==> config.mk <==
export PLATFORM = sky130hd
export DESIGN_NAME = mrx_word_sync
export DESIGN_NICKNAME = d
export VERILOG_FILES = /design/src/mrx_pkg.sv /design/src/mrx_word_sync.sv
export VERILOG_INCLUDE_DIRS = /design/src
export SDC_FILE = /design/constraint.sdc
export NUM_CORES = 1
export LEC_CHECK = 0
export ABC_AREA = 1
export BUFFER_PORTS_ARGS = -buffer_cell sky130_fd_sc_hd__buf_2
export CORE_UTILIZATION = 45
export DETAILED_ROUTE_END_ITERATION = 8
export PLACE_DENSITY = 0.65
export SYNTH_ARGS = -nofsm -noshare
export SYNTH_HDL_FRONTEND = slang
export SYNTH_SLANG_ARGS = --single-unit
==> constraint.sdc <==
create_clock -name clk_sys_in -period 5.1 [get_ports clk_sys_in]
set_input_delay 0.51 -clock clk_sys_in [delete_from_list [all_inputs] [get_ports clk_sys_in]]
set_output_delay 0.51 -clock clk_sys_in [all_outputs]
set_load 0.1 [all_outputs]
==> src/mrx_consts.svh <==
// Behaviour
// RULE1: loop_hold 0 lets the bit clock track the data; 1 holds its phase.
// RULE2: Software keeps loop_hold at 0, setting it only across short data gaps.
// RULE3: squelch_threshold code 0000 needs 62 correct samples, each step two fewer.
// RULE4: A bit period nominally holds 50 samples at 10 kHz, 63 at 8 kHz.
// RULE5: At each bit end, flag the bit approved if correct samples reach threshold.
// RULE6: Count approved bits per byte, 0 to 8, published with the byte.
// RULE7: Shift bits through 11 stages and decode Barker pattern 11100010010.
// RULE8: Word-sync interrupt fires on every Barker match regardless of reframe_enable.
// RULE9: Control channel, reframe off: no Barker reframing, busy/idle bits stripped.
// RULE10: Control channel, reframe on: realign on Barker, busy/idle bits kept.
// RULE11: Voice channel: busy/idle/SAT interrupt marks SAT; reframing follows reframe_enable.
// RULE12: channel_type is bit 0 of the sync-mode port: 0 control, 1 voice.
// RULE13: First received bit of a byte lands in the byte's most significant bit.
// RULE14: All bits except stripped busy/idle bits reach the received byte.
// RULE15: Receive-byte interrupt fires whenever byte and squelch count update together.
// RULE16: Extracted busy/idle bit reads at level/status bit 6; updates raise interrupt.
// RULE17: Software reads byte and squelch count promptly after the interrupt.
// RULE18: Byte interrupt recurs every eight kept bits, one bit longer when stripping.
// RULE19: Bit value is decided by majority of the samples taken at 504 kHz.
// RULE20: Modem soft reset clears byte, frame, Barker and tally state.
`ifndef MRX_CONSTS_SVH
`define MRX_CONSTS_SVH

// APB register byte offsets
`define MRX_OFS_SYNC_MODE 12'h000
`define MRX_OFS_LEVEL_STATUS 12'h004
`define MRX_OFS_BYTE 12'h008
`define MRX_OFS_LOOP_CTRL 12'h00C

// Field positions
`define MRX_BIT_CHAN_TYPE 0
`define MRX_BIT_REFRAME 1
`define MRX_BIT_SYNC_DET 2
`define MRX_BIT_BUSY_IDLE 6
`define MRX_BIT_SYS_8K 0
`define MRX_BIT_LOOP_HOLD 5
`define MRX_BIT_SOFT_RST 7

// Reset values
`define MRX_RST_SYNC_MODE 8'h02
`define MRX_RST_THRESHOLD 4'h0
`define MRX_RST_LOOP_CTRL 8'h00

// Bit timing in 504 kHz samples, and the Barker pattern
`define MRX_NOM_10K 7'h32
`define MRX_NOM_8K 7'h3F
`define MRX_THR_BASE 7'h3E
`define MRX_BARKER 11'h712

// Frame structure
`define MRX_FRAME_BITS 9'h1CF
`define MRX_BI_SPACING 4'hA
`define MRX_BYTE_LAST 3'h7

`endif

==> src/mrx_pkg.sv <==
`default_nettype none
package mrx_pkg;
  // One 504 kHz sample from the decoder with the loop's phase verdicts
  typedef struct packed {
    logic tick;
    logic sample;
    logic early;
    logic late;
  } mrx_dec_type;

  typedef struct packed {
    logic word_sync;
    logic rx_byte;
    logic busy_idle_sat;
  } mrx_irq_type;

  typedef enum logic [1:0] {
    MRX_BUS_IDLE = 2'b01,
    MRX_BUS_RESP = 2'b10
  } mrx_bus_type;
endpackage
`default_nettype wire

==> src/mrx_word_sync.sv <==
`include "mrx_consts.svh"
`default_nettype none
module mrx_word_sync
  import mrx_pkg::*;
(
  // Clock and reset
  input wire logic clk_sys_in,
  input wire logic nrst_in,
  // APB slave
  input wire logic psel_in,
  input wire logic penable_in,
  input wire logic pwrite_in,
  input wire logic [11:0] paddr_in,
  input wire logic [31:0] pwdata_in,
  output logic [31:0] prdata_out,
  output logic pready_out,
  output logic pslverr_out,
  // Data decoder
  input wire mrx_dec_type dec_in,
  input wire logic sat_update_in,
  // Events
  output mrx_irq_type irq_out,
  output logic bit_clk_out
);

  // ********************************************
  // Register file over APB
  // ********************************************
  function automatic logic hit(input logic [11:0] a, input logic [11:0] o);
    hit = (a == o);
  endfunction

  mrx_bus_type bus_ff, nxt_bus;
  logic [31:0] prdata_ff, nxt_prdata;
  logic pready_ff, nxt_pready;
  logic pslverr_ff, nxt_pslverr;
  logic [7:0] mode_ff, nxt_mode;
  logic [3:0] thr_ff, nxt_thr;
  logic [1:0] lvl_misc_ff, nxt_lvl_misc;
  logic [7:0] loop_ff, nxt_loop;
  logic soft_rst_ff, nxt_soft_rst;
  logic [7:0] byte_ff;
  logic [3:0] sqcnt_ff;
  logic busy_idle_ff;
  logic mapped;
  logic wr_done;

  always_comb begin
    mapped = hit(paddr_in, `MRX_OFS_SYNC_MODE) |
             hit(paddr_in, `MRX_OFS_LEVEL_STATUS) |
             hit(paddr_in, `MRX_OFS_BYTE) |
             hit(paddr_in, `MRX_OFS_LOOP_CTRL);
    wr_done = psel_in & penable_in & pready_ff & pwrite_in & mapped;
    nxt_bus = bus_ff;
    nxt_prdata = prdata_ff;
    nxt_pready = 1'b0;
    nxt_pslverr = 1'b0;
    nxt_mode = mode_ff;
    nxt_thr = thr_ff;
    nxt_lvl_misc = lvl_misc_ff;
    nxt_loop = loop_ff;
    nxt_soft_rst = 1'b0;
    case (bus_ff)
      MRX_BUS_IDLE: begin
        // One wait state lets read data come straight from a flop
        if (psel_in & penable_in) begin
          nxt_bus = MRX_BUS_RESP;
          nxt_pready = 1'b1;
          nxt_pslverr = ~mapped;
          nxt_prdata = 32'h0000_0000;
          if (hit(paddr_in, `MRX_OFS_SYNC_MODE))
            nxt_prdata[7:0] = mode_ff;
          if (hit(paddr_in, `MRX_OFS_LEVEL_STATUS))
            nxt_prdata[7:0] = {1'b0, busy_idle_ff, lvl_misc_ff,
                               sqcnt_ff}; // [RULE16]
          if (hit(paddr_in, `MRX_OFS_BYTE))
            nxt_prdata[7:0] = byte_ff;
          if (hit(paddr_in, `MRX_OFS_LOOP_CTRL))
            nxt_prdata[7:0] = {1'b0, loop_ff[6:0]};
        end
      end
      MRX_BUS_RESP: begin
        nxt_bus = MRX_BUS_IDLE;
        if (wr_done & hit(paddr_in, `MRX_OFS_SYNC_MODE))
          nxt_mode = pwdata_in[7:0]; // [RULE12]
        if (wr_done & hit(paddr_in, `MRX_OFS_LEVEL_STATUS)) begin
          nxt_thr = pwdata_in[3:0];
          nxt_lvl_misc = pwdata_in[5:4];
        end
        if (wr_done & hit(paddr_in, `MRX_OFS_LOOP_CTRL)) begin
          nxt_loop = {1'b0, pwdata_in[6:0]};
          nxt_soft_rst = pwdata_in[`MRX_BIT_SOFT_RST];
        end
      end
      default: nxt_bus = MRX_BUS_IDLE;
    endcase
  end

  always_ff @(posedge clk_sys_in or negedge nrst_in) begin
    if (!nrst_in) begin
      bus_ff <= MRX_BUS_IDLE;
      prdata_ff <= 32'h0000_0000;
      pready_ff <= 1'b0;
      pslverr_ff <= 1'b0;
      mode_ff <= `MRX_RST_SYNC_MODE;
      thr_ff <= `MRX_RST_THRESHOLD;
      lvl_misc_ff <= 2'h0;
      loop_ff <= `MRX_RST_LOOP_CTRL;
      soft_rst_ff <= 1'b0;
    end else begin
      bus_ff <= nxt_bus;
      prdata_ff <= nxt_prdata;
      pready_ff <= nxt_pready;
      pslverr_ff <= nxt_pslverr;
      mode_ff <= nxt_mode;
      thr_ff <= nxt_thr;
      lvl_misc_ff <= nxt_lvl_misc;
      loop_ff <= nxt_loop;
      soft_rst_ff <= nxt_soft_rst;
    end
  end

  assign prdata_out = prdata_ff;
  assign pready_out = pready_ff;
  assign pslverr_out = pslverr_ff;

  // ********************************************
  // Bit decision and word sync
  // ********************************************
  logic chan_voice;
  logic reframe_en;
  logic loop_hold;
  logic [6:0] nominal;
  logic [6:0] threshold;
  assign chan_voice = mode_ff[`MRX_BIT_CHAN_TYPE];
  assign reframe_en = mode_ff[`MRX_BIT_REFRAME];
  assign loop_hold = loop_ff[`MRX_BIT_LOOP_HOLD];
  // [RULE4]
  assign nominal = loop_ff[`MRX_BIT_SYS_8K] ? `MRX_NOM_8K : `MRX_NOM_10K;
  assign threshold = `MRX_THR_BASE - {2'b00, thr_ff, 1'b0}; // [RULE3]

  logic [6:0] samp_ff, nxt_samp;
  logic [6:0] ones_ff, nxt_ones;
  logic [6:0] len_ff, nxt_len;
  logic [10:0] bsh_ff, nxt_bsh;
  logic [7:0] acc_ff, nxt_acc;
  logic [2:0] bpos_ff, nxt_bpos;
  logic [3:0] tally_ff, nxt_tally;
  logic [3:0] bi_ff, nxt_bi;
  logic [8:0] frm_ff, nxt_frm;
  logic [7:0] nxt_byte;
  logic [3:0] nxt_sqcnt;
  logic nxt_busy_idle;
  mrx_irq_type irq_ff, nxt_irq;
  logic bclk_ff, nxt_bclk;
  logic bit_end, bit_val, approved, barker, strip, realign;
  logic [6:0] ones_all, zeros_all, correct;

  always_comb begin
    nxt_samp = samp_ff;
    nxt_ones = ones_ff;
    nxt_len = len_ff;
    nxt_bsh = bsh_ff;
    nxt_acc = acc_ff;
    nxt_bpos = bpos_ff;
    nxt_tally = tally_ff;
    nxt_bi = bi_ff;
    nxt_frm = frm_ff;
    nxt_byte = byte_ff;
    nxt_sqcnt = sqcnt_ff;
    nxt_busy_idle = busy_idle_ff;
    nxt_irq = '0;
    bit_end = dec_in.tick & (samp_ff + 7'h01 >= len_ff);
    ones_all = ones_ff + {6'h00, dec_in.sample};
    zeros_all = len_ff - ones_all;
    bit_val = ones_all > zeros_all; // [RULE19]
    correct = bit_val ? ones_all : zeros_all;
    approved = correct >= threshold; // [RULE5]
    barker = bit_end & ({bsh_ff[9:0], bit_val} == `MRX_BARKER); // [RULE7]
    strip = ~chan_voice & ~reframe_en & (bi_ff == `MRX_BI_SPACING); // [RULE9]
    realign = (barker & reframe_en) | // [RULE10] [RULE11]
              (bit_end & ~reframe_en & ~chan_voice &
               (frm_ff == `MRX_FRAME_BITS - 9'h001));
    nxt_bclk = (samp_ff < {1'b0, len_ff[6:1]});
    if (dec_in.tick) begin
      nxt_samp = samp_ff + 7'h01;
      nxt_ones = ones_all;
    end
    if (bit_end) begin
      nxt_samp = 7'h00;
      nxt_ones = 7'h00;
      // Hold keeps the nominal period so the phase stays where it is
      nxt_len = nominal; // [RULE1]
      if (!loop_hold & dec_in.early)
        nxt_len = nominal - 7'h01; // [RULE1]
      else if (!loop_hold & dec_in.late)
        nxt_len = nominal + 7'h01; // [RULE1]
      nxt_bsh = {bsh_ff[9:0], bit_val};
      nxt_irq.word_sync = barker; // [RULE8]
      nxt_frm = frm_ff + 9'h001;
      nxt_bi = (bi_ff == `MRX_BI_SPACING) ? 4'h0 : bi_ff + 4'h1;
      if (strip) begin
        nxt_busy_idle = bit_val; // [RULE16]
        nxt_irq.busy_idle_sat = 1'b1; // [RULE16]
      end else begin
        nxt_acc = {acc_ff[6:0], bit_val}; // [RULE13] [RULE14]
        nxt_tally = tally_ff + {3'h0, approved}; // [RULE6]
        nxt_bpos = bpos_ff + 3'h1;
        if (bpos_ff == `MRX_BYTE_LAST) begin
          nxt_byte = {acc_ff[6:0], bit_val}; // [RULE15]
          nxt_sqcnt = tally_ff + {3'h0, approved}; // [RULE6]
          nxt_irq.rx_byte = 1'b1; // [RULE15] [RULE18]
          nxt_tally = 4'h0;
        end
      end
      // A realigned stream starts a fresh byte on the next bit
      if (realign) begin
        nxt_bpos = 3'h0;
        nxt_tally = 4'h0;
        nxt_bi = 4'h0;
        nxt_frm = 9'h000;
      end
    end
    if (chan_voice & sat_update_in)
      nxt_irq.busy_idle_sat = 1'b1; // [RULE11]
    if (soft_rst_ff) begin
      nxt_samp = 7'h00;
      nxt_ones = 7'h00;
      nxt_bsh = 11'h000; // [RULE20]
      nxt_bpos = 3'h0; // [RULE20]
      nxt_tally = 4'h0; // [RULE20]
      nxt_bi = 4'h0;
      nxt_frm = 9'h000; // [RULE20]
      nxt_irq = '0;
      // Reload the period so a new system rate holds from the first bit
      nxt_len = nominal; // [RULE4]
      // Hold byte and flags so no update goes by without its interrupt
      nxt_byte = byte_ff; // [RULE15]
      nxt_sqcnt = sqcnt_ff; // [RULE15]
      nxt_busy_idle = busy_idle_ff; // [RULE16]
    end
  end

  always_ff @(posedge clk_sys_in or negedge nrst_in) begin
    if (!nrst_in) begin
      samp_ff <= 7'h00;
      ones_ff <= 7'h00;
      len_ff <= `MRX_NOM_10K;
      bsh_ff <= 11'h000;
      acc_ff <= 8'h00;
      bpos_ff <= 3'h0;
      tally_ff <= 4'h0;
      bi_ff <= 4'h0;
      frm_ff <= 9'h000;
      byte_ff <= 8'h00;
      sqcnt_ff <= 4'h0;
      busy_idle_ff <= 1'b0;
      irq_ff <= '0;
      bclk_ff <= 1'b0;
    end else begin
      samp_ff <= nxt_samp;
      ones_ff <= nxt_ones;
      len_ff <= nxt_len;
      bsh_ff <= nxt_bsh;
      acc_ff <= nxt_acc;
      bpos_ff <= nxt_bpos;
      tally_ff <= nxt_tally;
      bi_ff <= nxt_bi;
      frm_ff <= nxt_frm;
      byte_ff <= nxt_byte;
      sqcnt_ff <= nxt_sqcnt;
      busy_idle_ff <= nxt_busy_idle;
      irq_ff <= nxt_irq;
      bclk_ff <= nxt_bclk;
    end
  end

  assign irq_out = irq_ff;
  assign bit_clk_out = bclk_ff;

  // ********************************************
  // Checks
  // ********************************************
  hold_period_a: assert property (@(posedge clk_sys_in) disable iff (!nrst_in)
    bit_end & loop_hold & !soft_rst_ff |=> len_ff == nominal) // [RULE1]
    else $error("held loop changed the bit period");

  thr_map_a: assert property (@(posedge clk_sys_in) disable iff (!nrst_in)
    (thr_ff == 4'hF) |-> threshold == 7'd32) // [RULE3]
    else $error("squelch code 1111 does not need 32 samples");

  nom_len_a: assert property (@(posedge clk_sys_in) disable iff (!nrst_in)
    loop_ff[`MRX_BIT_SYS_8K] |-> nominal == 7'd63) // [RULE4]
    else $error("8 kHz nominal sample count wrong");

  sq_range_a: assert property (@(posedge clk_sys_in) disable iff (!nrst_in)
    irq_ff.rx_byte |-> sqcnt_ff <= 4'h8) // [RULE6]
    else $error("squelch count above eight");

  ws_irq_a: assert property (@(posedge clk_sys_in) disable iff (!nrst_in)
    barker & !soft_rst_ff |=> irq_ff.word_sync) // [RULE8]
    else $error("Barker match without word-sync pulse");

  strip_keep_a: assert property (@(posedge clk_sys_in) disable iff (!nrst_in)
    bit_end & strip & !soft_rst_ff |=> $stable(acc_ff)) // [RULE9]
    else $error("busy/idle bit entered the byte");

  reframe_a: assert property (@(posedge clk_sys_in) disable iff (!nrst_in)
    barker & reframe_en |=> bpos_ff == 3'h0) // [RULE10]
    else $error("Barker did not realign the byte");

  byte_msb_a: assert property (@(posedge clk_sys_in) disable iff (!nrst_in)
    irq_ff.rx_byte |-> byte_ff[0] == $past(bit_val)) // [RULE13]
    else $error("last received bit not in byte LSB");

  bi_voice_a: assert property (@(posedge clk_sys_in) disable iff (!nrst_in)
    chan_voice & sat_update_in & !soft_rst_ff |=> irq_ff.busy_idle_sat)
    // [RULE11]
    else $error("SAT update did not raise interrupt");

  bi_read_a: assert property (@(posedge clk_sys_in) disable iff (!nrst_in)
    irq_ff.busy_idle_sat & !chan_voice |-> busy_idle_ff == $past(bit_val))
    // [RULE16]
    else $error("busy/idle flag not the stripped bit");

  byte_upd_a: assert property (@(posedge clk_sys_in) disable iff (!nrst_in)
    !irq_ff.rx_byte |-> $stable(byte_ff) && $stable(sqcnt_ff)) // [RULE15]
    else $error("byte or squelch count changed without interrupt");

  soft_clr_a: assert property (@(posedge clk_sys_in) disable iff (!nrst_in)
    soft_rst_ff |=> bsh_ff == 11'h000 && bpos_ff == 3'h0 &&
    tally_ff == 4'h0 && frm_ff == 9'h000) // [RULE20]
    else $error("soft reset left alignment state behind");

  bi_irq_a: assert property (@(posedge clk_sys_in) disable iff (!nrst_in)
    bit_end & strip & !soft_rst_ff |=> irq_ff.busy_idle_sat) // [RULE16]
    else $error("stripped bit raised no busy/idle interrupt");

  keep_bit_a: assert property (@(posedge clk_sys_in) disable iff (!nrst_in)
    bit_end & !strip & !soft_rst_ff |=>
    acc_ff[0] == $past(bit_val)) // [RULE14]
    else $error("kept bit did not enter the byte");

  sq_sum_a: assert property (@(posedge clk_sys_in) disable iff (!nrst_in)
    irq_ff.rx_byte |->
    sqcnt_ff == $past(tally_ff) + {3'h0, $past(approved)}) // [RULE6]
    else $error("squelch count is not the approved tally");

endmodule
`default_nettype wire

-- Yosys cells after proc, flatten, opt, wreduce, memory -nomap -nowiden
Index checks and enable logic that the tools add are counted.
- latch bits: 0
- flip-flop bits (word level): 109
- RAM bits: 0
- output and inout port bits: 38
- memories: 0
- bits in read-only memories: 0
- input bits: 54
- muxes and demuxes: 48
- reduce and logical (&&, ||, !) cells: 12
- multipliers: 0
- add/subtract/negate cells: 10
- shift operators: 0
- eq/ne operators: 11
- bitwise logic cells: 27
- magnitude comparators: 4
- divide/modulo/power cells: 0
- operators by type and width (cell ; count):
    7-bit two-way mux ; 11
    4-bit two-way mux ; 10
    8-bit two-way mux ; 4
    9-bit two-way mux ; 3
    12-bit by 4-bit == test with 1-bit output, second input constant ; 2
    10-bit two-way mux ; 2
    1-bit bitwise AND ; 18
    3-bit two-way mux ; 6
    7-bit greater-or-equal comparator ; 2
    12-bit by 3-bit == test with 1-bit output, second input constant ; 1
    12-bit zero test ; 1
    2-bit AND reduction ; 6
    11-bit == test, second input constant ; 1
    1-bit two-way mux ; 10
    9-bit by 1-bit adder with 9-bit output, second input constant ; 1
    9-bit == test, second input constant ; 1
    6-bit by 1-bit adder with 7-bit output, second input constant ; 1
    7-bit by 1-bit adder with 7-bit output ; 1
    7-bit by 1-bit adder with 7-bit output, second input constant ; 1
    7-bit > comparator ; 1
    7-bit by 6-bit less-than comparator with 1-bit output ; 1
    6-bit by 1-bit subtractor with 7-bit output, second input constant ; 1
    6-bit by 5-bit subtractor with 7-bit output, first input constant ; 1
    7-bit subtractor ; 1
    17 further kinds ; 25

-- Longest topological paths before layout
Gate-level depths: netlist (run 1).
- depth in word-level cells: 11
- mapped depth: 39
- mapped depth without buffers: 38

-- Least setup slack after synthesis (run 1)
No wires, ideal clock.
- path kind: input-to-reg
- from: in dec_in[2] in the netlist's numbering
- to: reg tally_ff[2]
- arrival: 4.591 ns
- setup slack: 0.444 ns
- stages: 38
- cell sequence: ha_1 > nand2_2 > nor2_1 > inv_1 > nand2_1 > ha_1 > nand3_1 > nand2_1 > inv_2 > nand2_2 > nand2_4 > nand3_1 > nand2_1 > xnor2_1 > inv_1 > ha_1 > nand2_1 > inv_1 > [2 not listed] > nand4_1 > nand3_4 > nand2_4 > buf_6 > inv_2 > nand2_1 > o21ai_0 > ha_1 > a21o_1 > a21oi_1 > nand3_1 > ha_1 > ha_1 > xor2_1 > nand2_1 > nor2_1 > nand3_1 > nand2_1
- longest elaborated chain between the ends: 11
- elaborated cells between the ends (all ways): 17
- those cells by class: add/sub: 3; order compare: 2; eq/ne: 2; mux: 6; bitwise: 3; reduce/logical: 1
- ends and longest elaborated chain (element ; RTL line ; RTL):
    from (decl) ; mrx_word_sync.sv:19 ; input wire mrx_dec_type dec_in,
    7-bit by 1-bit adder with 7-bit output (*) ; mrx_word_sync.sv:174 ; ones_all = ones_ff + {6'h00, dec_in.sample};
    7-bit subtractor ; mrx_word_sync.sv:175 ; zeros_all = len_ff - ones_all;
    7-bit > comparator ; mrx_word_sync.sv:176 ; bit_val = ones_all > zeros_all;
    7-bit two-way mux ; mrx_word_sync.sv:177 ; correct = bit_val ? ones_all : zeros_all;
    7-bit greater-or-equal comparator ; mrx_word_sync.sv:178 ; approved = correct >= threshold;
    4-bit by 1-bit adder with 4-bit output ; mrx_word_sync.sv:207 ; nxt_tally = tally_ff + {3'h0, approved};
    4-bit two-way mux ; mrx_word_sync.sv:209 ; if (bpos_ff == `MRX_BYTE_LAST) begin
    4-bit two-way mux ; mrx_word_sync.sv:202 ; if (strip) begin
    4-bit two-way mux ; mrx_word_sync.sv:217 ; if (realign) begin
    4-bit two-way mux ; mrx_word_sync.sv:189 ; if (bit_end) begin
    4-bit two-way mux ; mrx_word_sync.sv:226 ; if (soft_rst_ff) begin
    to (signal assigned) ; mrx_word_sync.sv:267 ; tally_ff <= nxt_tally;
    to (decl) ; mrx_word_sync.sv:148 ; logic [3:0] tally_ff, nxt_tally;
Every way passes the cells marked *; elsewhere a longest branch is shown, timed or not. The select of a mux whose other input is x is not followed.
A chain may end at the register's enable or synchronous reset.

-- Worst setup path after layout (run 1)
- from: reg ones_ff[0]
- to: reg tally_ff[2]
- longest elaborated chain between the ends: 11
- elaborated cells between the ends (all ways): 17
- those cells by class: add/sub: 3; order compare: 2; eq/ne: 2; mux: 6; bitwise: 3; reduce/logical: 1
- ends and longest elaborated chain (element ; RTL line ; RTL):
    from (decl) ; mrx_word_sync.sv:143 ; logic [6:0] ones_ff, nxt_ones;
    from (signal assigned) ; mrx_word_sync.sv:262 ; ones_ff <= nxt_ones;
    7-bit by 1-bit adder with 7-bit output (*) ; mrx_word_sync.sv:174 ;
    7-bit subtractor ; mrx_word_sync.sv:175 ;
    7-bit > comparator ; mrx_word_sync.sv:176 ;
    7-bit two-way mux ; mrx_word_sync.sv:177 ;
    7-bit greater-or-equal comparator ; mrx_word_sync.sv:178 ;
    4-bit by 1-bit adder with 4-bit output ; mrx_word_sync.sv:207 ;
    4-bit two-way mux ; mrx_word_sync.sv:209 ;
    4-bit two-way mux ; mrx_word_sync.sv:202 ;
    4-bit two-way mux ; mrx_word_sync.sv:217 ;
    4-bit two-way mux ; mrx_word_sync.sv:189 ;
    4-bit two-way mux ; mrx_word_sync.sv:226 ;
Marked as above.

==> results of run 1 <==
==> logic make-up after synthesis <==
kind of cell,count (synthesis),synth area share
buffers and inverters,147,0.1048
AO/OA/AOI/OAI,126,0.1110
AND/OR/NAND/NOR,327,0.2445
flip-flops,107,0.4329
multiplexers,1,0.001817
XOR/XNOR,21,0.02968
adder cells (fa/ha/maj),37,0.07470
other,1,0.0006051
==> metal layers <==
metal,share of wire,up-vias,wire (um)
met5,0,-,0
met4,0.018,0,238
met3,0.027,17,365
met2,0.48,84,6411
met1,0.48,2383,6424
li1,-,2546,-
==> timing repair <==
action	in CTS	in global routing
resized for setup	0	13
endpoints found under the setup margin	0	6
endpoints found under the hold margin	0	0
setup buffers	0	2
==> state kept, by name (all words and copies together), names as in the netlist, 4 cells and up <==
register and cells:
prdata_out 8, sqcnt_ff 4, bi_ff 4, mode_ff 8, thr_ff 4, tally_ff 4
loop_ff 7, samp_ff 7, acc_ff 7, frm_ff 9, byte_ff 8, ones_ff 7
bsh_ff 10, len_ff 5
==> metrics by stage <==
step	util	cells	power, mW	setup TNS [ps]
floorplan	-	790	2.642	0
global placement	0.4895	977	2.994	0
detailed placement	0.4895	977	3.082	-12.14
CTS	0.5135	993	3.833	0
global route	0.5184	995	4.267	-50.41
finish	0.5184	995	3.910	0
==> cells in the mapped netlist, types with 2 or more instances <==
cell type / instances / area share
a211oi_1: 2 / 0.0024
o31ai_1: 2 / 0.0024
nand3_4: 2 / 0.0057
xor2_1: 17 / 0.024
nand3_2: 7 / 0.011
nand2_1: 191 / 0.12
ha_1: 37 / 0.075
o21ai_1: 14 / 0.011
nor3_1: 10 / 0.0081
nand2_2: 14 / 0.014
inv_1: 98 / 0.059
nand4_1: 9 / 0.0091
nand3_1: 50 / 0.040
dfrtp_1: 103 / 0.42
inv_2: 8 / 0.0048
clkbuf_1: 15 / 0.0091
dfstp_2: 4 / 0.017
nand2_4: 5 / 0.0091
nor4_1: 5 / 0.0050
o22ai_1: 11 / 0.011
nor2_1: 29 / 0.018
xnor2_1: 4 / 0.0057
o21ai_0: 73 / 0.059
nand3b_1: 2 / 0.0024
buf_4: 24 / 0.029
a21oi_1: 14 / 0.011
==> path summary, 6_finish.rpt <==
path | end | slack (ps) | from | depth (start not counted)
max in group asynchronous | len_ff[5] | 3810 | nrst_in | 2
min in group clk_sys_in | soft_rst_ff | 430 | pwdata_in[7] | 3
max reg2reg | tally_ff[2] | 360 | ones_ff[0] | 37
max | tally_ff[2] | 360 | ones_ff[0] | 37
min | frm_ff[1] | 270 | nrst_in | 1
min reg2reg | bus_ff[1] | 480 | bus_ff[1] | 1
==> where the power goes <==
part	internal, mW	switching (mW)
clock network	0.396	0.340
registers	1.01	0.132
logic	0.733	1.30
total	2.14	1.77
==> layout make-up <==
| type | instances | area [um^2] | share of cell area |
|---|---|---|---|
| Multi-Input combinational cell | 536 | 2999 | 0.4335 |
| Clock inverter | 7 | 95.09 | 0.01374 |
| Timing Repair Buffer | 53 | 292.8 | 0.04231 |
| Inverter | 107 | 404.1 | 0.05841 |
| Sequential cell | 107 | 2683 | 0.3877 |
| Clock buffer | 9 | 225.2 | 0.03255 |
| Tap cell | 176 | 220.2 | 0.03183 |
==> critical path, delay by kind of cell (launching register included) <==
family | cells | cell delay (ps)
and+or+nand+nor | 22 | 1710
adders and majority gates | 6 | 1450
buffers and inverters | 6 | 510
DFF | 1 | 420
xor gates and xnor gates | 2 | 380
AOI/OAI and AO/OA | 1 | 210
==> layout by cell type (no fill, tap or decap), drive strengths merged, types with 10 or more instances in the layout <==
cell type and n:
buf 53, xor2 17, nor3 10, o21ai 87, conb 24, dfrtp 103
a21oi 15, nand2 210, ha 37, nand3 59, nor2 31, inv 109
o22ai 11
==> results.md, run 1 <==
- Period utilisation layout: 0.9287
- Most used routing layer in global routing: met2
- Post-placement worst setup slack: -12.14 ps
- Fin. Hold Viols: 0
- # DRC: 0
- Async set-reset flop share out of synthesis: 1.000
- Vias in the first global route: 4868
- M1 GR Usage: 0.2730
- Critical Path Sink Type: flop
- Worst rel slew slack: 0.3251
- Via-to-Cell Ratio: 5.055
- Gpl congestion: 0.8552
- Worst-Margin Slew: 1005 ps
- CTS tree: done
- Die Width: 119.4 um
- Worst Path Class, Setup: reg2reg
- Routing usage on met3: 0.02299
- YS warnings: 0
- Worst Skew: 8.040 ps
- Final Max Tran Viols: 0
- Worst Setup Start Kind: flop
- Distinct cells, synth: 43
- Register area share after synthesis: 0.4329
- Drt first pass iters: 5
- Die ar.: 14240 um^2
- Final HPWL DP: 9905 um
- Final min period: 4737 ps
- CP required: 5390 ps
- Worst IR drop on VDD: 240.9 uV
- I/O Buffers: 43
- Cell leakage power: 3.590 nW
- CTS Sinks: 107
- Mapped Area: 6197 um^2
- Ant diodes: 0
- CP most frequent cell: nand2_1
- Die Height: 119.4 um
- Max Freq: 0.2111 GHz
- Number of flops mapped to enable cells by yosys: 0
- Status: completed
- Power Density: 565.1 nW/um^2
- Critical path's slowest cell: dfrtp_1
- Clock buffer count from CTS: 9
- All-Layer GR Usage: 0.2003
- Max clock buf depth: 2
- # rows: 42
- Largest net degree at the start of global routing: 73
- CTS Root Cell: clkbuf_16
- M2 GR Usage: 0.3303
- Area after DPL: 6534 um^2
- IO Pins: 92
- Syn Inst Count: 767
- Max-cap violation count: 0
- Grt ovf: 0
- Hold WS: 266.9 ps
- Initial antenna violation count: 0
- Hold Crit Class: in2async
- Max incr delay on CP: 420 ps
- Core ar.: 13350 um^2
- DR WL/cell: 13.51 um
- FILL cells: 1282
- FF+latch count, synth: 107
- Detailed-route wire length: 13440 um
- Hold_buf cts: 0
- DR vias: 5030
- PnR worst setup slack: 363.4 ps
- Nets: 905
- Final setup fails: 0
- Syn Area/Cell: 8.080 um^2
- Initial Utilization: 0.4643
- Arrival @ worst endpoint: 5030 ps
- Area grow syn2layout: 11.65%
- Clock-pin slew on the worst setup and hold paths: 80 ps
- Worst-Skew Late Latency: 350 ps
- Final ANT Viol Nets: 0
- CTS H-tree depth: 3
- Share of post-route cells with drive strength above 1: 0.1526
- Initial DRC Count: 289
- Worst-path maximum fanout: 11
- Top FF cell, synth: dfrtp_1
- Global-route wire length before repair: 22830 um
- Final Cell Area: 6919 um^2
No activity file was read; power rests on OpenSTA's default activity.
==> run 2: changes to the inputs <==
Settings changed: HOLD_SLACK_MARGIN set to 0.1.
Clock period 5.1 ns to 5.2 ns, I/O delays scaled along.
==> results.md, run 2 (synthesized netlist as in run 1, its figures left out) <==
- Power Density: 544.8 nW/um^2 (-3.6%)
- Max FFs per register: 10 (unchanged)
- Area grow syn2layout: 11.39%
- Most used routing layer in global routing: met2
- Initial antenna violation count: 0 (unchanged)
- Hold WS: 297.3 ps (+30.43 ps)
- Worst Skew: 7.248 ps (-0.7915 ps)
- Max-cap violation count: 0 (unchanged)
- Clock-pin slew on the worst setup and hold paths: 70 ps (about the same)
- Worst-Skew Late Latency: 340 ps (about the same)
- Grt ovf: 0 (unchanged)
- IO Pins: 92 (unchanged)
- Core ar.: 13350 um^2 (unchanged)
- Worst Path Class, Setup: reg2reg
- Die Width: 119.4 um (unchanged)
- Final setup fails: 0 (unchanged)
- Hold_buf cts: 0 (unchanged)
- Share of post-route cells with drive strength above 1: 0.1490 (-0.003663)
- Post-Route Utilization: 0.5172 (-0.001219)
- Biggest regs: bsh_ff (10), frm_ff (9)
- Worst Setup Start Kind: flop
- CP required: 5480 ps (+90 ps)
- FILL cells: 1315 (+2.6%)
- Initial DRC Count: 306 (+5.9%)
- M1 GR Usage: 0.2723 (-0.0006489)
- Worst-Margin Slew: 992.0 ps (-12.68 ps)
- Ant diodes: 0 (unchanged)
- Commonest non-fill, non-tap cell in the layout: nand2_1
- All-Layer GR Usage: 0.1986 (-0.001643)
- Max incr delay on CP: 390 ps (-30 ps)
- Routing usage on met3: 0.02730 (+0.004310)
- Worst rel slew slack: 0.3336 (+0.008519)
- Final ANT Viol Nets: 0 (unchanged)
- Global-route wire length before repair: 22730 um (-0.42%)
- Largest net degree at the start of global routing: 73 (unchanged)
- CTS Sinks: 107 (unchanged)
- Largest Register: bsh_ff
- Die ar.: 14240 um^2 (unchanged)
- CTS H-tree depth: 3 (unchanged)
- Die Height: 119.4 um (unchanged)
- Detailed-route wire length: 13570 um (+0.98%)
- Max clock buf depth: 2 (unchanged)
- Hold Crit Class: in2async
- Initial Utilization: 0.4643 (unchanged)
- Clock buffer count from CTS: 9 (unchanged)
- # DRC: 0 (unchanged)
- # rows: 42 (unchanged)
- Final Max Tran Viols: 0 (unchanged)
- Worst IR drop on VDD: 217.7 uV (-9.6%)
- Critical path's slowest cell: dfrtp_1
- Final min period: 4858 ps (+121.2 ps)
- M2 GR Usage: 0.3307 (+0.0003634)
- Drt first pass iters: 5 (unchanged)
- Arrival @ worst endpoint: 5140 ps (+110 ps)
- I/O Buffers: 43 (unchanged)
- Gpl congestion: 0.8678 (+1.5%)
- Max Freq: 0.2059 GHz (-2.5%)
- DR vias: 5041 (+0.22%)
- Cell leakage power: 3.577 nW (-0.37%)
- DR WL/cell: 13.64 um (+0.98%)
- CTS tree: done
- Worst-path maximum fanout: 7 (-4)
- Status: completed
- Period utilisation layout: 0.9342 (+0.005449)
- Nets: 905 (unchanged)
- Vias in the first global route: 4772 (-2.0%)
- Via-to-Cell Ratio: 5.066 (+0.22%)
- CP most frequent cell: nand2_1
- Reg-to-reg slack, setup: 340 ps (-20 ps)
- Fin. Hold Viols: 0 (unchanged)
- Critical Path Sink Type: flop
- Most frequent cells in the layout: nand2_1 (189), dfrtp_1 (103), inv_1 (98)
- Final HPWL DP: 10040 um (+1.3%)
- CTS Root Cell: clkbuf_16
-- run 2: cell count changes in the layout (fill, tap and decap cells not counted), sizes merged --
cell      change
clkinv        -1
clkinvlp      +2
inv           -1
-- run 2: timing repair --
item / 4_1_cts / 5_1_grt
resized for setup: 0 / 9
setup endpoints to repair: 0 / 6
setup buffers: 0 / 5
-- run 2: worst paths after layout --
check,start,endpoint,depth (start not counted)
setup / recovery,ones_ff[0],tally_ff[2],36
hold / removal,nrst_in,frm_ff[8],1
setup reg to reg,ones_ff[0],tally_ff[2],36
hold reg to reg,samp_ff[6],bit_clk_out,1
max in group asynchronous,nrst_in,len_ff[5],2
min in group clk_sys_in,penable_in,bus_ff[1],3
-- run 2: power by group --
group / internal, mW / total, mW / switching, mW
Combinational: 0.707 / 1.97 / 1.26
Clock: 0.377 / 0.683 / 0.306
Sequential: 0.988 / 1.11 / 0.123
Total: 2.07 / 3.76 / 1.69
-- run 2: area by class of cell --
cell class,instances,area [um^2],area share
clock inverters,7,76.32,0.01106
clock buffers,9,225.2,0.03263
inverters,107,404.1,0.05855
flip-flops and latches,107,2683,0.3886
well taps,176,220.2,0.03190
repair buffers,53,305.3,0.04423
multi-input cells,536,2989,0.4330
-- run 2: stage by stage --
| stage | std cells | total power, mW | worst slack, ps | setup TNS (ps) | instance area [um^2] |
|---|---|---|---|---|---|
| finish | 995 | 3.761 | 342.2 | 0 | 6903 |
| global route | 995 | 4.090 | -11.11 | -11.11 | 6903 |
| CTS | 990 | 3.698 | 113.8 | 0 | 6813 |
| detailed placement | 974 | 2.998 | -88.13 | -93.69 | 6511 |
| global placement | 974 | 2.909 | 141.2 | 0 | 6511 |
| floorplan | 790 | 2.591 | 534.3 | 0 | 6284 |
-- run 2: metal layers --
layer,wire length (um),part of all wire
met1,6456,0.48
met4,165,0.012
met2,6527,0.48
met5,0,0
met3,423,0.031
-- run 2: critical path, delay by kind of cell (launching register included) --
kind            cells  cell delay [ps]
compound gates      4              590
xor+xnor            2              380
simple gates       19             1600
buf+inv             5              330
fa+ha+maj           6             1480
flops               1              390
